File: src/hw/cst_pkg.sv
// Package of constants and functions for the cyclic sense timer block.
`default_nettype none
package cst_pkg;
  // Printed offsets are not all multiples of four: these are word indices.
  localparam logic [7:0] TMR1_IDX   = 8'h0c;
  localparam logic [7:0] TMR2_IDX   = 8'h0d;
  localparam logic [7:0] FLT_IDX    = 8'h09;
  localparam logic [7:0] WKEN_IDX   = 8'h0e;
  localparam logic [7:0] SYS_IDX    = 8'h0f;
  localparam logic [7:0] STAT_IDX   = 8'h10;
  localparam int         IDX_LSB    = 2;
  localparam logic [7:0] TMR_MASK   = 8'h77;
  localparam logic [7:0] FLT_MASK   = 8'h3f;
  localparam logic [7:0] WKEN_MASK  = 8'hc0;
  localparam logic [7:0] RST_VAL    = 8'h00;
  localparam int ON_LSB  = 4;
  localparam int PER_LSB = 0;
  localparam int WKEN1_BIT = 6;
  localparam int WKEN2_BIT = 7;
  localparam int CLK_MHZ = 40;
  localparam int TICK_US = 100;
  localparam int TICK_CYC = TICK_US * CLK_MHZ;
  localparam int FLT_SHORT_US = 16;
  localparam int FLT_LONG_US  = 64;
  localparam int FLT_SHORT_CYC = FLT_SHORT_US * CLK_MHZ;
  localparam int FLT_LONG_CYC  = FLT_LONG_US * CLK_MHZ;
  localparam logic [2:0] ON_LOW  = 3'h0;
  localparam logic [2:0] ON_HIGH = 3'h6;
  localparam logic [2:0] CODE_RSV = 3'h7;
  localparam logic [1:0] FLT_S16 = 2'h0;
  localparam logic [1:0] FLT_S64 = 2'h1;
  localparam logic [1:0] FLT_C1  = 2'h2;
  localparam logic [1:0] FLT_C2  = 2'h3;
  // Durations in 100 us ticks.
  function automatic logic [15:0] cst_on_ticks(input logic [2:0] c);
    case (c)
      3'h1:    cst_on_ticks = 16'h0001;
      3'h2:    cst_on_ticks = 16'h0003;
      3'h3:    cst_on_ticks = 16'h000a;
      3'h4:    cst_on_ticks = 16'h0064;
      3'h5:    cst_on_ticks = 16'h00c8;
      default: cst_on_ticks = 16'h0000;
    endcase
  endfunction
  function automatic logic [15:0] cst_per_ticks(input logic [2:0] c);
    case (c)
      3'h0:    cst_per_ticks = 16'h0064;
      3'h1:    cst_per_ticks = 16'h00c8;
      3'h2:    cst_per_ticks = 16'h01f4;
      3'h3:    cst_per_ticks = 16'h03e8;
      3'h4:    cst_per_ticks = 16'h07d0;
      3'h5:    cst_per_ticks = 16'h2710;
      3'h6:    cst_per_ticks = 16'h4e20;
      default: cst_per_ticks = 16'h0000;
    endcase
  endfunction
endpackage
`default_nettype wire

File: src/hw/cst_timer.sv
// One cyclic timer: period and on-time counted in 100 us ticks.
`default_nettype none
module cst_timer
  import cst_pkg::*;
(
  input  wire logic       i_sys_clk,
  input  wire logic       i_rst_b,
  input  wire logic       i_tick,
  input  wire logic [2:0] i_on_code,
  input  wire logic [2:0] i_per_code,
  input  wire logic       i_assigned,
  output logic            o_out,
  output logic            o_on_end
);
  logic [15:0] cnt;
  logic        run;
  wire  [15:0] on_t  = cst_on_ticks(i_on_code);
  wire  [15:0] per_t = cst_per_ticks(i_per_code);
  wire rsv  = (i_on_code == CODE_RSV) || (i_per_code == CODE_RSV);
  wire live = i_assigned && !rsv && (on_t != 16'h0000);
  wire wrap = (cnt + 16'h0001 >= per_t);
  always_ff @(posedge i_sys_clk or negedge i_rst_b) begin
    if (!i_rst_b) begin
      cnt <= 16'h0000;
      run <= 1'b0;
      o_out <= 1'b0;
      o_on_end <= 1'b0;
    end else begin
      o_on_end <= 1'b0;
      run <= live;
      if (!live) begin
        cnt <= 16'h0000;
        o_out <= (!rsv && i_on_code == ON_HIGH && i_assigned); // RQ9 RQ20
      end else if (!run) begin
        cnt <= 16'h0000;
        o_out <= 1'b1; // RQ14
      end else if (i_tick) begin
        cnt <= wrap ? 16'h0000 : cnt + 16'h0001; // RQ19
        o_out <= wrap || (cnt + 16'h0001 < on_t);
        o_on_end <= (cnt + 16'h0001 == on_t);
      end
    end
  end
endmodule
`default_nettype wire

File: src/hw/cst_top.sv
// Cyclic sense timers and wake input filters with an APB register port.
// Notes on behaviour
// RQ1: Filter code 00 accepts a wake level after 16 us stable.
// RQ2: Filter code 01 accepts a wake level after 64 us stable.
// RQ3: Code 10 samples with 16 us filter at end of timer one on-time.
// RQ4: Code 11 samples with 16 us filter at end of timer two on-time.
// RQ5: Filter register holds input c at 5:4, b at 3:2, a at 1:0.
// RQ6: Reserved bits of filter and timer registers read zero.
// RQ7: Software assigns the sensing timer to a switch during cyclic sense.
// RQ8: On-time codes 001..101 give 0.1, 0.3, 1, 10, 20 ms.
// RQ9: On code 000 stops timer output low; 110 stops it high.
// RQ10: Period codes 000..110 give 10 ms up to 2 s.
// RQ11: Second timer on-time uses the same encoding.
// RQ12: Second timer period uses the same encoding.
// RQ13: On-time at 6:4, period at 2:0; hardware may also alter them.
// RQ14: Timer runs once assigned and a running on-time is written.
// RQ15: Switch clear in restart with cyclic sense clears the timer fields.
// RQ16: Wake-enabled timer gives cyclic wake alongside cyclic sensing.
// RQ17: Timer registers reset to zero and read zero after restart.
// RQ18: Wake enable bit 7 for timer two, bit 6 for timer one.
// RQ19: Running timer repeats each period, active on-time at its start.
// RQ20: Reserved period or on-time code leaves timer stopped, output low.
//
// The APB interface to the registers was chosen for this implementation.
`default_nettype none
module cst_top
  import cst_pkg::*;
(
  input  wire logic        i_sys_clk,
  input  wire logic        i_rst_b,
  input  wire logic        psel,
  input  wire logic        penable,
  input  wire logic        pwrite,
  input  wire logic [11:0] paddr,
  input  wire logic [31:0] pwdata,
  output logic      [31:0] prdata,
  output logic             pready,
  output logic             pslverr,
  input  wire logic [2:0]  i_wake_in,
  input  wire logic        i_restart,
  input  wire logic        i_hs_clear,
  output logic      [1:0]  o_high_side_switch_output,
  output logic      [2:0]  o_wake_level,
  output logic      [2:0]  o_wake_event,
  output logic      [1:0]  o_timer_wake
);
  logic       rst_m, rst_s;
  logic [7:0] tmr1, tmr2, flt, wken, sys;
  logic [15:0] tick_cnt [2];
  logic [1:0] tick;
  logic [1:0] tout, tend;
  logic [1:0] tend_d;

  always_ff @(posedge i_sys_clk or negedge i_rst_b) begin
    if (!i_rst_b) begin
      rst_m <= 1'b0;
      rst_s <= 1'b0;
    end else begin
      rst_m <= 1'b1;
      rst_s <= rst_m;
    end
  end

  // APB decode; two-cycle transfers with no wait states.
  wire [7:0] idx   = paddr[IDX_LSB+7:IDX_LSB];
  wire       hit_t1 = (idx == TMR1_IDX);
  wire       hit_t2 = (idx == TMR2_IDX);
  wire       hit_fl = (idx == FLT_IDX);
  wire       hit_we = (idx == WKEN_IDX);
  wire       hit_sy = (idx == SYS_IDX);
  wire       hit_st = (idx == STAT_IDX);
  wire       mapped = hit_t1 | hit_t2 | hit_fl | hit_we | hit_sy | hit_st;
  wire       acc    = psel && penable && pready;
  wire       wr     = acc && pwrite && mapped && (paddr[1:0] == 2'h0);
  wire [7:0] wd     = pwdata[7:0];
  logic [7:0] rd_mux;
  always_comb begin
    if (hit_t1)      rd_mux = tmr1 & TMR_MASK; // RQ6
    else if (hit_t2) rd_mux = tmr2 & TMR_MASK;
    else if (hit_fl) rd_mux = flt & FLT_MASK;
    else if (hit_we) rd_mux = wken & WKEN_MASK;
    else if (hit_sy) rd_mux = sys;
    else if (hit_st) rd_mux = {1'b0, o_wake_level, 2'h0, tout};
    else             rd_mux = 8'h00;
  end

  // Cyclic sense with switch clear in restart clears the timer fields.
  wire cyc1 = (flt[1:0] == FLT_C1) || (flt[3:2] == FLT_C1) ||
              (flt[5:4] == FLT_C1);
  wire cyc2 = (flt[1:0] == FLT_C2) || (flt[3:2] == FLT_C2) ||
              (flt[5:4] == FLT_C2);
  wire hw_clr1 = i_restart && i_hs_clear && cyc1; // RQ15
  wire hw_clr2 = i_restart && i_hs_clear && cyc2; // RQ15

  always_ff @(posedge i_sys_clk or negedge rst_s) begin
    if (!rst_s) begin
      tmr1 <= RST_VAL; // RQ17
      tmr2 <= RST_VAL;
      flt  <= RST_VAL;
      wken <= RST_VAL;
      sys  <= RST_VAL;
    end else begin
      if (hw_clr1) tmr1 <= RST_VAL; // RQ13 RQ17
      else if (wr && hit_t1) tmr1 <= wd & TMR_MASK;
      if (hw_clr2) tmr2 <= RST_VAL;
      else if (wr && hit_t2) tmr2 <= wd & TMR_MASK;
      if (wr && hit_fl) flt <= wd & FLT_MASK; // RQ5
      if (wr && hit_we) wken <= wd & WKEN_MASK; // RQ18
      if (wr && hit_sy) sys <= wd;
    end
  end

  always_ff @(posedge i_sys_clk or negedge rst_s) begin
    if (!rst_s) begin
      prdata  <= 32'h0000_0000;
      pready  <= 1'b0;
      pslverr <= 1'b0;
    end else begin
      pready  <= psel && !penable;
      pslverr <= psel && !penable && !mapped;
      prdata  <= (psel && !penable && !pwrite) ? {24'h000000, rd_mux}
                                              : prdata;
    end
  end

  // A timer runs only when it is assigned and both of its codes are
  // running ones; every other combination stops it.
  function automatic logic tmr_live(input logic [7:0] r, input logic a);
    tmr_live = a && (cst_on_ticks(r[ON_LSB+2:ON_LSB]) != 16'h0000) &&
               (r[PER_LSB+2:PER_LSB] != CODE_RSV);
  endfunction
  wire [1:0] t_live = {tmr_live(tmr2, sys[1]), tmr_live(tmr1, sys[0])};

  // 100 us time base, one divider per timer, held at zero while its timer
  // is stopped. A shared free-running divider would cut the first on-time
  // after a start short by up to one tick.
  genvar d;
  generate
    for (d = 0; d < 2; d++) begin : g_tick
      wire tick_wrap = (tick_cnt[d] == 16'(TICK_CYC - 1));
      always_ff @(posedge i_sys_clk or negedge rst_s) begin
        if (!rst_s) begin
          tick_cnt[d] <= 16'h0000;
          tick[d]     <= 1'b0;
        end else if (!t_live[d]) begin
          tick_cnt[d] <= 16'h0000;
          tick[d]     <= 1'b0;
        end else begin
          tick_cnt[d] <= tick_wrap ? 16'h0000 : tick_cnt[d] + 16'h0001;
          tick[d]     <= tick_wrap;
        end
      end
    end
  endgenerate

  // Timer assignment to a switch: bit 0 for timer one, bit 1 for timer two.
  cst_timer u_t1 (
    .i_sys_clk  (i_sys_clk),
    .i_rst_b    (rst_s),
    .i_tick     (tick[0]),
    .i_on_code  (tmr1[ON_LSB+2:ON_LSB]), // RQ8 RQ13
    .i_per_code (tmr1[PER_LSB+2:PER_LSB]), // RQ10
    .i_assigned (sys[0]), // RQ14
    .o_out      (tout[0]),
    .o_on_end   (tend[0])
  );
  cst_timer u_t2 (
    .i_sys_clk  (i_sys_clk),
    .i_rst_b    (rst_s),
    .i_tick     (tick[1]),
    .i_on_code  (tmr2[ON_LSB+2:ON_LSB]), // RQ11
    .i_per_code (tmr2[PER_LSB+2:PER_LSB]), // RQ12
    .i_assigned (sys[1]),
    .o_out      (tout[1]),
    .o_on_end   (tend[1])
  );

  always_ff @(posedge i_sys_clk or negedge rst_s) begin
    if (!rst_s) begin
      o_high_side_switch_output <= 2'h0;
      o_timer_wake <= 2'h0;
      tend_d <= 2'h0;
    end else begin
      o_high_side_switch_output <= tout;
      tend_d <= tend;
      // Cyclic wake needs its timer assigned to a switch; the filter codes do not gate it.
      o_timer_wake <= tend & {wken[WKEN2_BIT], wken[WKEN1_BIT]}; // RQ16 RQ18
    end
  end

  // Wake filters, one per input.
  genvar g;
  generate
    for (g = 0; g < 3; g++) begin : g_flt
      logic [11:0] fc;
      logic        lvl;
      logic        win;
      wire [1:0]   mode = flt[2*g+1:2*g];
      wire         cyc  = mode[1];
      // A cyclic window opens when the timer output goes high, restarts on any input
      // change and is judged at the on-time end, so the input is valid while the switch is on.
      wire [11:0]  need = (mode == FLT_S64) ? 12'(FLT_LONG_CYC)
                                            : 12'(FLT_SHORT_CYC);
      wire         tact = (mode == FLT_C1) ? tout[0] : tout[1];
      wire         tfin = (mode == FLT_C1) ? tend[0] : tend[1];
      wire         same = (i_wake_in[g] == lvl);
      wire         full = (fc + 12'h001 >= need);
      always_ff @(posedge i_sys_clk or negedge rst_s) begin
        if (!rst_s) begin
          fc  <= 12'h000;
          lvl <= 1'b0;
          win <= 1'b0;
          o_wake_level[g] <= 1'b0;
          o_wake_event[g] <= 1'b0;
        end else begin
          o_wake_event[g] <= 1'b0;
          if (!cyc) begin
            if (same) fc <= 12'h000;
            else if (full) begin
              fc <= 12'h000;
              lvl <= i_wake_in[g]; // RQ1 RQ2
              o_wake_level[g] <= i_wake_in[g];
              o_wake_event[g] <= 1'b1;
            end else fc <= fc + 12'h001;
          end else begin
            if (!tact) begin
              fc <= 12'h000;
              win <= 1'b0;
            end else if (!win || i_wake_in[g] != lvl) begin
              fc <= 12'h000;
              win <= 1'b1;
              lvl <= i_wake_in[g];
            end else if (!full) fc <= fc + 12'h001;
            if (tfin && full && i_wake_in[g] == lvl) begin // RQ3 RQ4
              o_wake_level[g] <= lvl;
              o_wake_event[g] <= (lvl != o_wake_level[g]);
            end
          end
        end
      end
    end
  endgenerate

  wire [2:0] on1  = tmr1[ON_LSB+2:ON_LSB];
  wire [2:0] per1 = tmr1[PER_LSB+2:PER_LSB];

  // Stopped states are checked after three cycles so that the two
  // register stages between a write and the timer output have settled.
  chk_rsv_zero: assert property (@(posedge i_sys_clk) // RQ6
    disable iff (!rst_s)
    (tmr1[7] == 1'b0) && (tmr1[3] == 1'b0) && (flt[7:6] == 2'h0))
    else $error("reserved timer or filter bits set");

  chk_clr_timer: assert property (@(posedge i_sys_clk) // RQ15
    disable iff (!rst_s)
    hw_clr1 |=> (tmr1 == RST_VAL))
    else $error("timer one not cleared on restart switch clear");

  chk_clr_timer_two: assert property (@(posedge i_sys_clk) // RQ15
    disable iff (!rst_s)
    hw_clr2 |=> (tmr2 == RST_VAL))
    else $error("timer two not cleared on restart switch clear");

  chk_low_stop: assert property (@(posedge i_sys_clk) // RQ9
    disable iff (!rst_s)
    (on1 == ON_LOW) [*3] |-> (tout[0] == 1'b0))
    else $error("stopped low timer drives high");

  chk_high_stop: assert property (@(posedge i_sys_clk) // RQ9
    disable iff (!rst_s)
    (sys[0] && on1 == ON_HIGH && per1 != CODE_RSV) [*3] |-> tout[0])
    else $error("stopped high timer drives low");

  chk_rsv_low: assert property (@(posedge i_sys_clk) // RQ20
    disable iff (!rst_s)
    (on1 == CODE_RSV || per1 == CODE_RSV) [*3] |-> !tout[0])
    else $error("timer with reserved code drives high");

  chk_auto_start: assert property (@(posedge i_sys_clk) // RQ14
    disable iff (!rst_s)
    $rose(t_live[0]) |=> tout[0])
    else $error("assigned timer one did not start");

  chk_auto_start_two: assert property (@(posedge i_sys_clk) // RQ14
    disable iff (!rst_s)
    $rose(t_live[1]) |=> tout[1])
    else $error("assigned timer two did not start");

  chk_wake_gate: assert property (@(posedge i_sys_clk) // RQ18
    disable iff (!rst_s)
    o_timer_wake[0] |-> $past(wken[WKEN1_BIT]) && tend_d[0])
    else $error("timer wake without enable");

  chk_wake_gate_two: assert property (@(posedge i_sys_clk) // RQ18
    disable iff (!rst_s)
    o_timer_wake[1] |-> $past(wken[WKEN2_BIT]) && tend_d[1])
    else $error("timer two wake without enable");

  chk_sense_end: assert property (@(posedge i_sys_clk) // RQ3
    disable iff (!rst_s)
    $changed(o_wake_level[0]) && ($past(flt[1:0]) == FLT_C1)
    |-> $past(tend[0]))
    else $error("cyclic sample of input a away from on-time end");

  chk_sense_end_two: assert property (@(posedge i_sys_clk) // RQ4
    disable iff (!rst_s)
    $changed(o_wake_level[1]) && ($past(flt[3:2]) == FLT_C2)
    |-> $past(tend[1]))
    else $error("cyclic sample of input b away from on-time end");
endmodule
`default_nettype wire

File: config.mk
export PLATFORM = sky130hd
export DESIGN_NAME = cst_top
export DESIGN_NICKNAME = d
export VERILOG_FILES = /design/src/hw/cst_pkg.sv /design/src/hw/cst_timer.sv /design/src/hw/cst_top.sv
export SDC_FILE = /design/constraint.sdc
export NUM_CORES = 1
export LEC_CHECK = 0
export BUFFER_PORTS_ARGS = -buffer_cell sky130_fd_sc_hd__buf_2
export CAP_MARGIN = 20
export CORE_MARGIN = 4
export CORE_UTILIZATION = 50
export CTS_BUF_LIST = sky130_fd_sc_hd__clkbuf_4 sky130_fd_sc_hd__clkbuf_8
export CTS_CLUSTER_DIAMETER = 100
export DETAILED_ROUTE_END_ITERATION = 16
export HOLD_SLACK_MARGIN = 0.02
export PLACE_DENSITY = 0.69
export SLEW_MARGIN = 25
export SYNTH_ARGS = -nofsm -noshare
export SYNTH_HDL_FRONTEND = slang
export SYNTH_SLANG_ARGS = --single-unit
File: constraint.sdc
create_clock -name i_sys_clk -period 6.79 [get_ports i_sys_clk]
set_clock_uncertainty 0.1 [all_clocks]
set_input_delay 0.3395 -clock i_sys_clk [delete_from_list [all_inputs] [get_ports i_sys_clk]]
set_output_delay 0.3395 -clock i_sys_clk [all_outputs]
set_load 0.005 [all_outputs]
==> impl_metrics.sql <==
INSERT INTO impl_metrics (metric_group, metric, value, unit) VALUES
('run_status', 'run_status', 'complete, no violations', ''),
('floorplan', 'initial_core_utilization', '0.513', ''),
('drt', 'finalWirelength', '22900', 'um'),
('yosys', 'dominantRegCellSynth', 'sky130_fd_sc_hd__dfrtp_1', ''),
('clocking', 'cts_tree', 'yes', ''),
('cells_and_area', 'core_util_final', '0.550', ''),
('clocking', 'cts_repair_resize_count', '0', ''),
('sta', 'timing_worst_slew_pin_value', '0.918', 'ns'),
('setup_path', 'worst-r2r-cell-count', '12', ''),
('setup_path', 'worst_ep_arrival_time', '4.29', 'ns'),
('setup_path', 'crit_path_max_fanout', '16', ''),
('setup_path', 'worst-path-buf-inv', '0', ''),
('sta', 'setup_viol', '0', ''),
('clocking', 'tritoncts.num_buffers', '17', ''),
('yosys', 'synth-seq-cells', '164', ''),
('sta', 'hold_slack', '0.0739', 'ns'),
('power', 'vdd.ir_drop.worst', '0.131', 'mV'),
('setup_path', 'timing_worst_setup_path_type', 'flip-flop to flip-flop', ''),
('drt', 'vias', '8367', ''),
('floorplan', 'fp.dieW', '153', 'um'),
('worst_hold_path', 'whs_endpoint', 'pready$_DFF_PN0_', ''),
('drt', 'drt.antenna.violating_nets', '0', ''),
('sta', 'fmax', '250', 'MHz'),
('yosys', 'syn_avg_cell_area', '9.02', 'sq um'),
('worst_hold_path', 'min_path_cells', '2', ''),
('drt', 'drc', '0', ''),
('setup_path', 'regToRegSetupSlack', '2.78', 'ns'),
('place', 'place.gp.congestion', '0.835', ''),
('sta', 'grt_setup_unrepaired', 'false', ''),
('power', 'power.static_leakage', '5.04', 'nW'),
('drt', 'route.detailed.vias_per_inst', '5.74', ''),
('clocking', 'clock_sink_count', '164', ''),
('setup_path', 'worst_path_max_delay_cell', 'sky130_fd_sc_hd__nor2_1', ''),
('sta', 'timing.max_slew.rel_slack', '0.386', ''),
('global_route', 'grt.overflow.total', '0', ''),
('flow_run', 'cap_viol_max_count', '0', ''),
('floorplan', 'dieHeight', '153', 'um'),
('setup_path', 'worstReg2RegStart', 'g_flt[1].fc[2]$_DFFE_PN0P_', ''),
('global_route', 'maximum_number_of_pins_on_one_net_before_global_route_repair', '65', ''),
('place', 'dpl.hpwl', '16300', 'um'),
('setup_path', 'worstPathRequired', '7.08', 'ns'),
('setup_path', 'critPathLaunchType', 'flip-flop', ''),
('floorplan', 'core_region_area', '0.0204', 'sq mm'),
('setup_path', 'critical_path.top_delay_family', 'simple AND/OR/NAND/NOR gates', ''),
('worst_hold_path', 'hold_crit_class', 'input pin to flip-flop', ''),
('sta', 'hold_violations', '0', ''),
('yosys', 'post_synth_inst_count', '1159', ''),
('cells_and_area', 'nNetsFinal', '1281', ''),
('yosys', 'synth.distinct_cells', '74', ''),
('floorplan', 'die-area', '0.0233', 'sq mm'),
('power', 'p_per_cell_area', '166', 'mW/mm^2'),
('drt', 'drt-initial-drc-count', '551', ''),
('place', 'io_buffer_count', '47', ''),
('global_route', 'grt_usage', '0.202', ''),
('yosys', 'synth_area', '0.0105', 'sq mm'),
('clocking', 'clock_path_buffers', '2', ''),
('global_route', 'via_count_of_the_first_global_routing_pass', '7928', ''),
('global_route', 'grt_pass1_wl', '39400', 'um'),
('sta', 'final.setup.tns', '0', 'ns'),
('sta', 'max_transition_viols_final', '0', ''),
('clocking', 'clkLatencyLatePin', '0.48', 'ns'),
('clocking', 'clockRootBuffer', 'sky130_fd_sc_hd__clkbuf_8', ''),
('cells_and_area', 'synthToLayoutAreaGrowth', '7.18', '%'),
('setup_path', 'reg2reg_to', 'g_flt[1].fc[5]$_DFFE_PN0P_', ''),
('place', 'dp_slack', '2.83', 'ns'),
('clocking', 'worst_setup_hold_path_clk_slew', '0.10', 'ns'),
('clocking', 'cts.htree.levels', '4', ''),
('drt', 'wire_per_inst', '15.7', 'um'),
('yosys', 'synthArstFlopShare', '1.00', ''),
('sta', 'finalCritPeriodShare', '0.590', ''),
('sta', 'worst_path_setup_slack_after_routing', '2.78', 'ns');
==> synthesized netlist by cell type, types with 12 or more instances <==
cell type                  instances  area [sq um]
sky130_fd_sc_hd__a22o_1           23           201
sky130_fd_sc_hd__and2_1           14          87.6
sky130_fd_sc_hd__mux2i_1          22           220
sky130_fd_sc_hd__buf_4            24           180
sky130_fd_sc_hd__a31oi_1          24           150
sky130_fd_sc_hd__clkbuf_1         49           184
sky130_fd_sc_hd__xnor2_1          36           315
sky130_fd_sc_hd__nor3_1           28           140
sky130_fd_sc_hd__nor4_1           12          75.1
sky130_fd_sc_hd__xor2_1           34           298
sky130_fd_sc_hd__nand4_1          20           125
sky130_fd_sc_hd__nor2_1          115           432
sky130_fd_sc_hd__or2_2            16           100
sky130_fd_sc_hd__and3_1           18           113
sky130_fd_sc_hd__nor2b_1          17           106
sky130_fd_sc_hd__nand2b_1         12          75.1
sky130_fd_sc_hd__o21ai_0          48           240
sky130_fd_sc_hd__nand2_1         106           398
sky130_fd_sc_hd__dfrtp_1         164          4100
sky130_fd_sc_hd__or3_1            16           100
sky130_fd_sc_hd__mux2_2           25           282
sky130_fd_sc_hd__a21oi_1          45           225
sky130_fd_sc_hd__nand3_1          61           305
sky130_fd_sc_hd__ha_1             54           676
sky130_fd_sc_hd__inv_1            26          97.6
==> stage by stage <==
| stage | std cells | area (sq um) | power (mW) |
|---|---|---|---|
| 5_1_grt | 1458 | 11200 | 1.95 |
| 2_1_floorplan | 1182 | 10500 | 1.11 |
| 3_3_place_gp | 1419 | 10700 | 1.13 |
| 3_5_place_dp | 1419 | 10700 | 1.14 |
| 4_1_cts | 1456 | 11200 | 1.88 |
| 6_report | 1458 | 11200 | 1.86 |
==> how the worst max path moves through the flow <==
| stage | start | endpoint | slack, ns | cells past startpoint |
|---|---|---|---|---|
| 6_report | g_flt[1].fc[2]$_DFFE_PN0P_ | g_flt[1].fc[5]$_DFFE_PN0P_ | 2.78 | 12 |
| 5_1_grt | g_flt[1].fc[2]$_DFFE_PN0P_ | g_flt[1].fc[10]$_DFFE_PN0P_ | 2.48 | 12 |
| 4_1_cts | u_t2.cnt[0]$_DFFE_PN0P_ | u_t2.cnt[12]$_DFFE_PN0P_ | 2.82 | 13 |
| 3_5_place_dp | u_t2.cnt[0]$_DFFE_PN0P_ | u_t2.cnt[12]$_DFFE_PN0P_ | 2.83 | 13 |
| 3_3_place_gp | u_t2.cnt[0]$_DFFE_PN0P_ | u_t2.cnt[12]$_DFFE_PN0P_ | 2.94 | 13 |
| 2_1_floorplan | rst_s$_DFF_PN0_ | flt[0]$_DFFE_PN0P_ | 1.78 | 0 |
==> cells in the final DEF (no fill, tap or decap), types with 6 or more instances in the layout <==
cell	instances
sky130_fd_sc_hd__a21bo_2	6
sky130_fd_sc_hd__a21o_1	9
sky130_fd_sc_hd__a21oi_1	45
sky130_fd_sc_hd__a221o_1	7
sky130_fd_sc_hd__a22o_1	23
sky130_fd_sc_hd__a31oi_1	24
sky130_fd_sc_hd__and2_1	14
sky130_fd_sc_hd__and3_1	18
sky130_fd_sc_hd__buf_2	47
sky130_fd_sc_hd__buf_4	6
sky130_fd_sc_hd__clkbuf_8	18
sky130_fd_sc_hd__conb_1	25
sky130_fd_sc_hd__dfrtp_1	163
sky130_fd_sc_hd__ha_1	54
sky130_fd_sc_hd__inv_1	26
sky130_fd_sc_hd__mux2_2	25
sky130_fd_sc_hd__mux2i_1	22
sky130_fd_sc_hd__nand2_1	106
sky130_fd_sc_hd__nand2b_1	12
sky130_fd_sc_hd__nand3_1	61
sky130_fd_sc_hd__nand3b_1	7
sky130_fd_sc_hd__nand4_1	20
sky130_fd_sc_hd__nor2_1	113
sky130_fd_sc_hd__nor2b_1	17
sky130_fd_sc_hd__nor3_1	28
sky130_fd_sc_hd__nor3b_1	7
sky130_fd_sc_hd__nor4_1	12
sky130_fd_sc_hd__o211ai_1	8
sky130_fd_sc_hd__o21a_1	8
sky130_fd_sc_hd__o21ai_0	48
sky130_fd_sc_hd__o31ai_1	6
sky130_fd_sc_hd__or2_2	16
sky130_fd_sc_hd__or3_1	16
sky130_fd_sc_hd__xnor2_1	36
sky130_fd_sc_hd__xor2_1	34
==> final cells by class <==
type	count	area, sq um
clock buffer	18	248
inverter	26	97.6
sequential	164	4110
timing repair buffer	58	330
multi-input combinational	906	5920
clock inverter	14	159
antenna	2	5.00
fill	1843	9160
tap	270	338
==> sequential cells by signal, summed over array words and instances (netlist names), 2 cells and up <==
| name | cells |
|---|---|
| tmr1 | 6 |
| prdata | 8 |
| o_wake_event | 3 |
| u_t1.cnt | 16 |
| u_t2.cnt | 16 |
| o_timer_wake | 2 |
| o_wake_level | 3 |
| o_high_side_switch_output | 2 |
| g_flt.fc | 36 |
| sys | 8 |
| tick_cnt | 32 |
| tmr2 | 6 |
| tick | 2 |
| wken | 2 |
| flt | 6 |
| g_flt.win | 3 |
| g_flt.lvl | 3 |
==> repair_timing <==
action | 4_1_cts | 5_1_grt
buffers inserted | 0 | 0
endpoints found under the setup margin | 0 | 0
endpoints found under the hold margin | 7 | 0
hold buffers | 5 | 0
==> power breakdown <==
part	total (mW)	leakage, nW	switching [mW]	internal [mW]
Sequential	1.02	2.26	0.0327	0.990
Combinational	0.0961	2.58	0.0590	0.0372
Clock	0.743	0.202	0.424	0.319
Total	1.86	5.04	0.516	1.35
==> layer usage <==
layer	part of all wire	global-route usage	vias to the layer above
li1	-	-	4150
met1	0.49	0.290	4011
met2	0.45	0.309	173
met3	0.044	0.0420	33
met4	0.017	0.0598	0
met5	0	0	-
==> logic make-up after synthesis <==
family / after synthesis / synth area share
xor+xnor: 70 / 0.0587
fa+ha+maj: 54 / 0.0647
mux: 47 / 0.0480
other cells: 2 / 0.000719
buf+inv: 112 / 0.0499
flops: 164 / 0.393
compound gates: 235 / 0.155
simple gates: 475 / 0.230
Note: power is estimated with default switching activity, not from simulation.
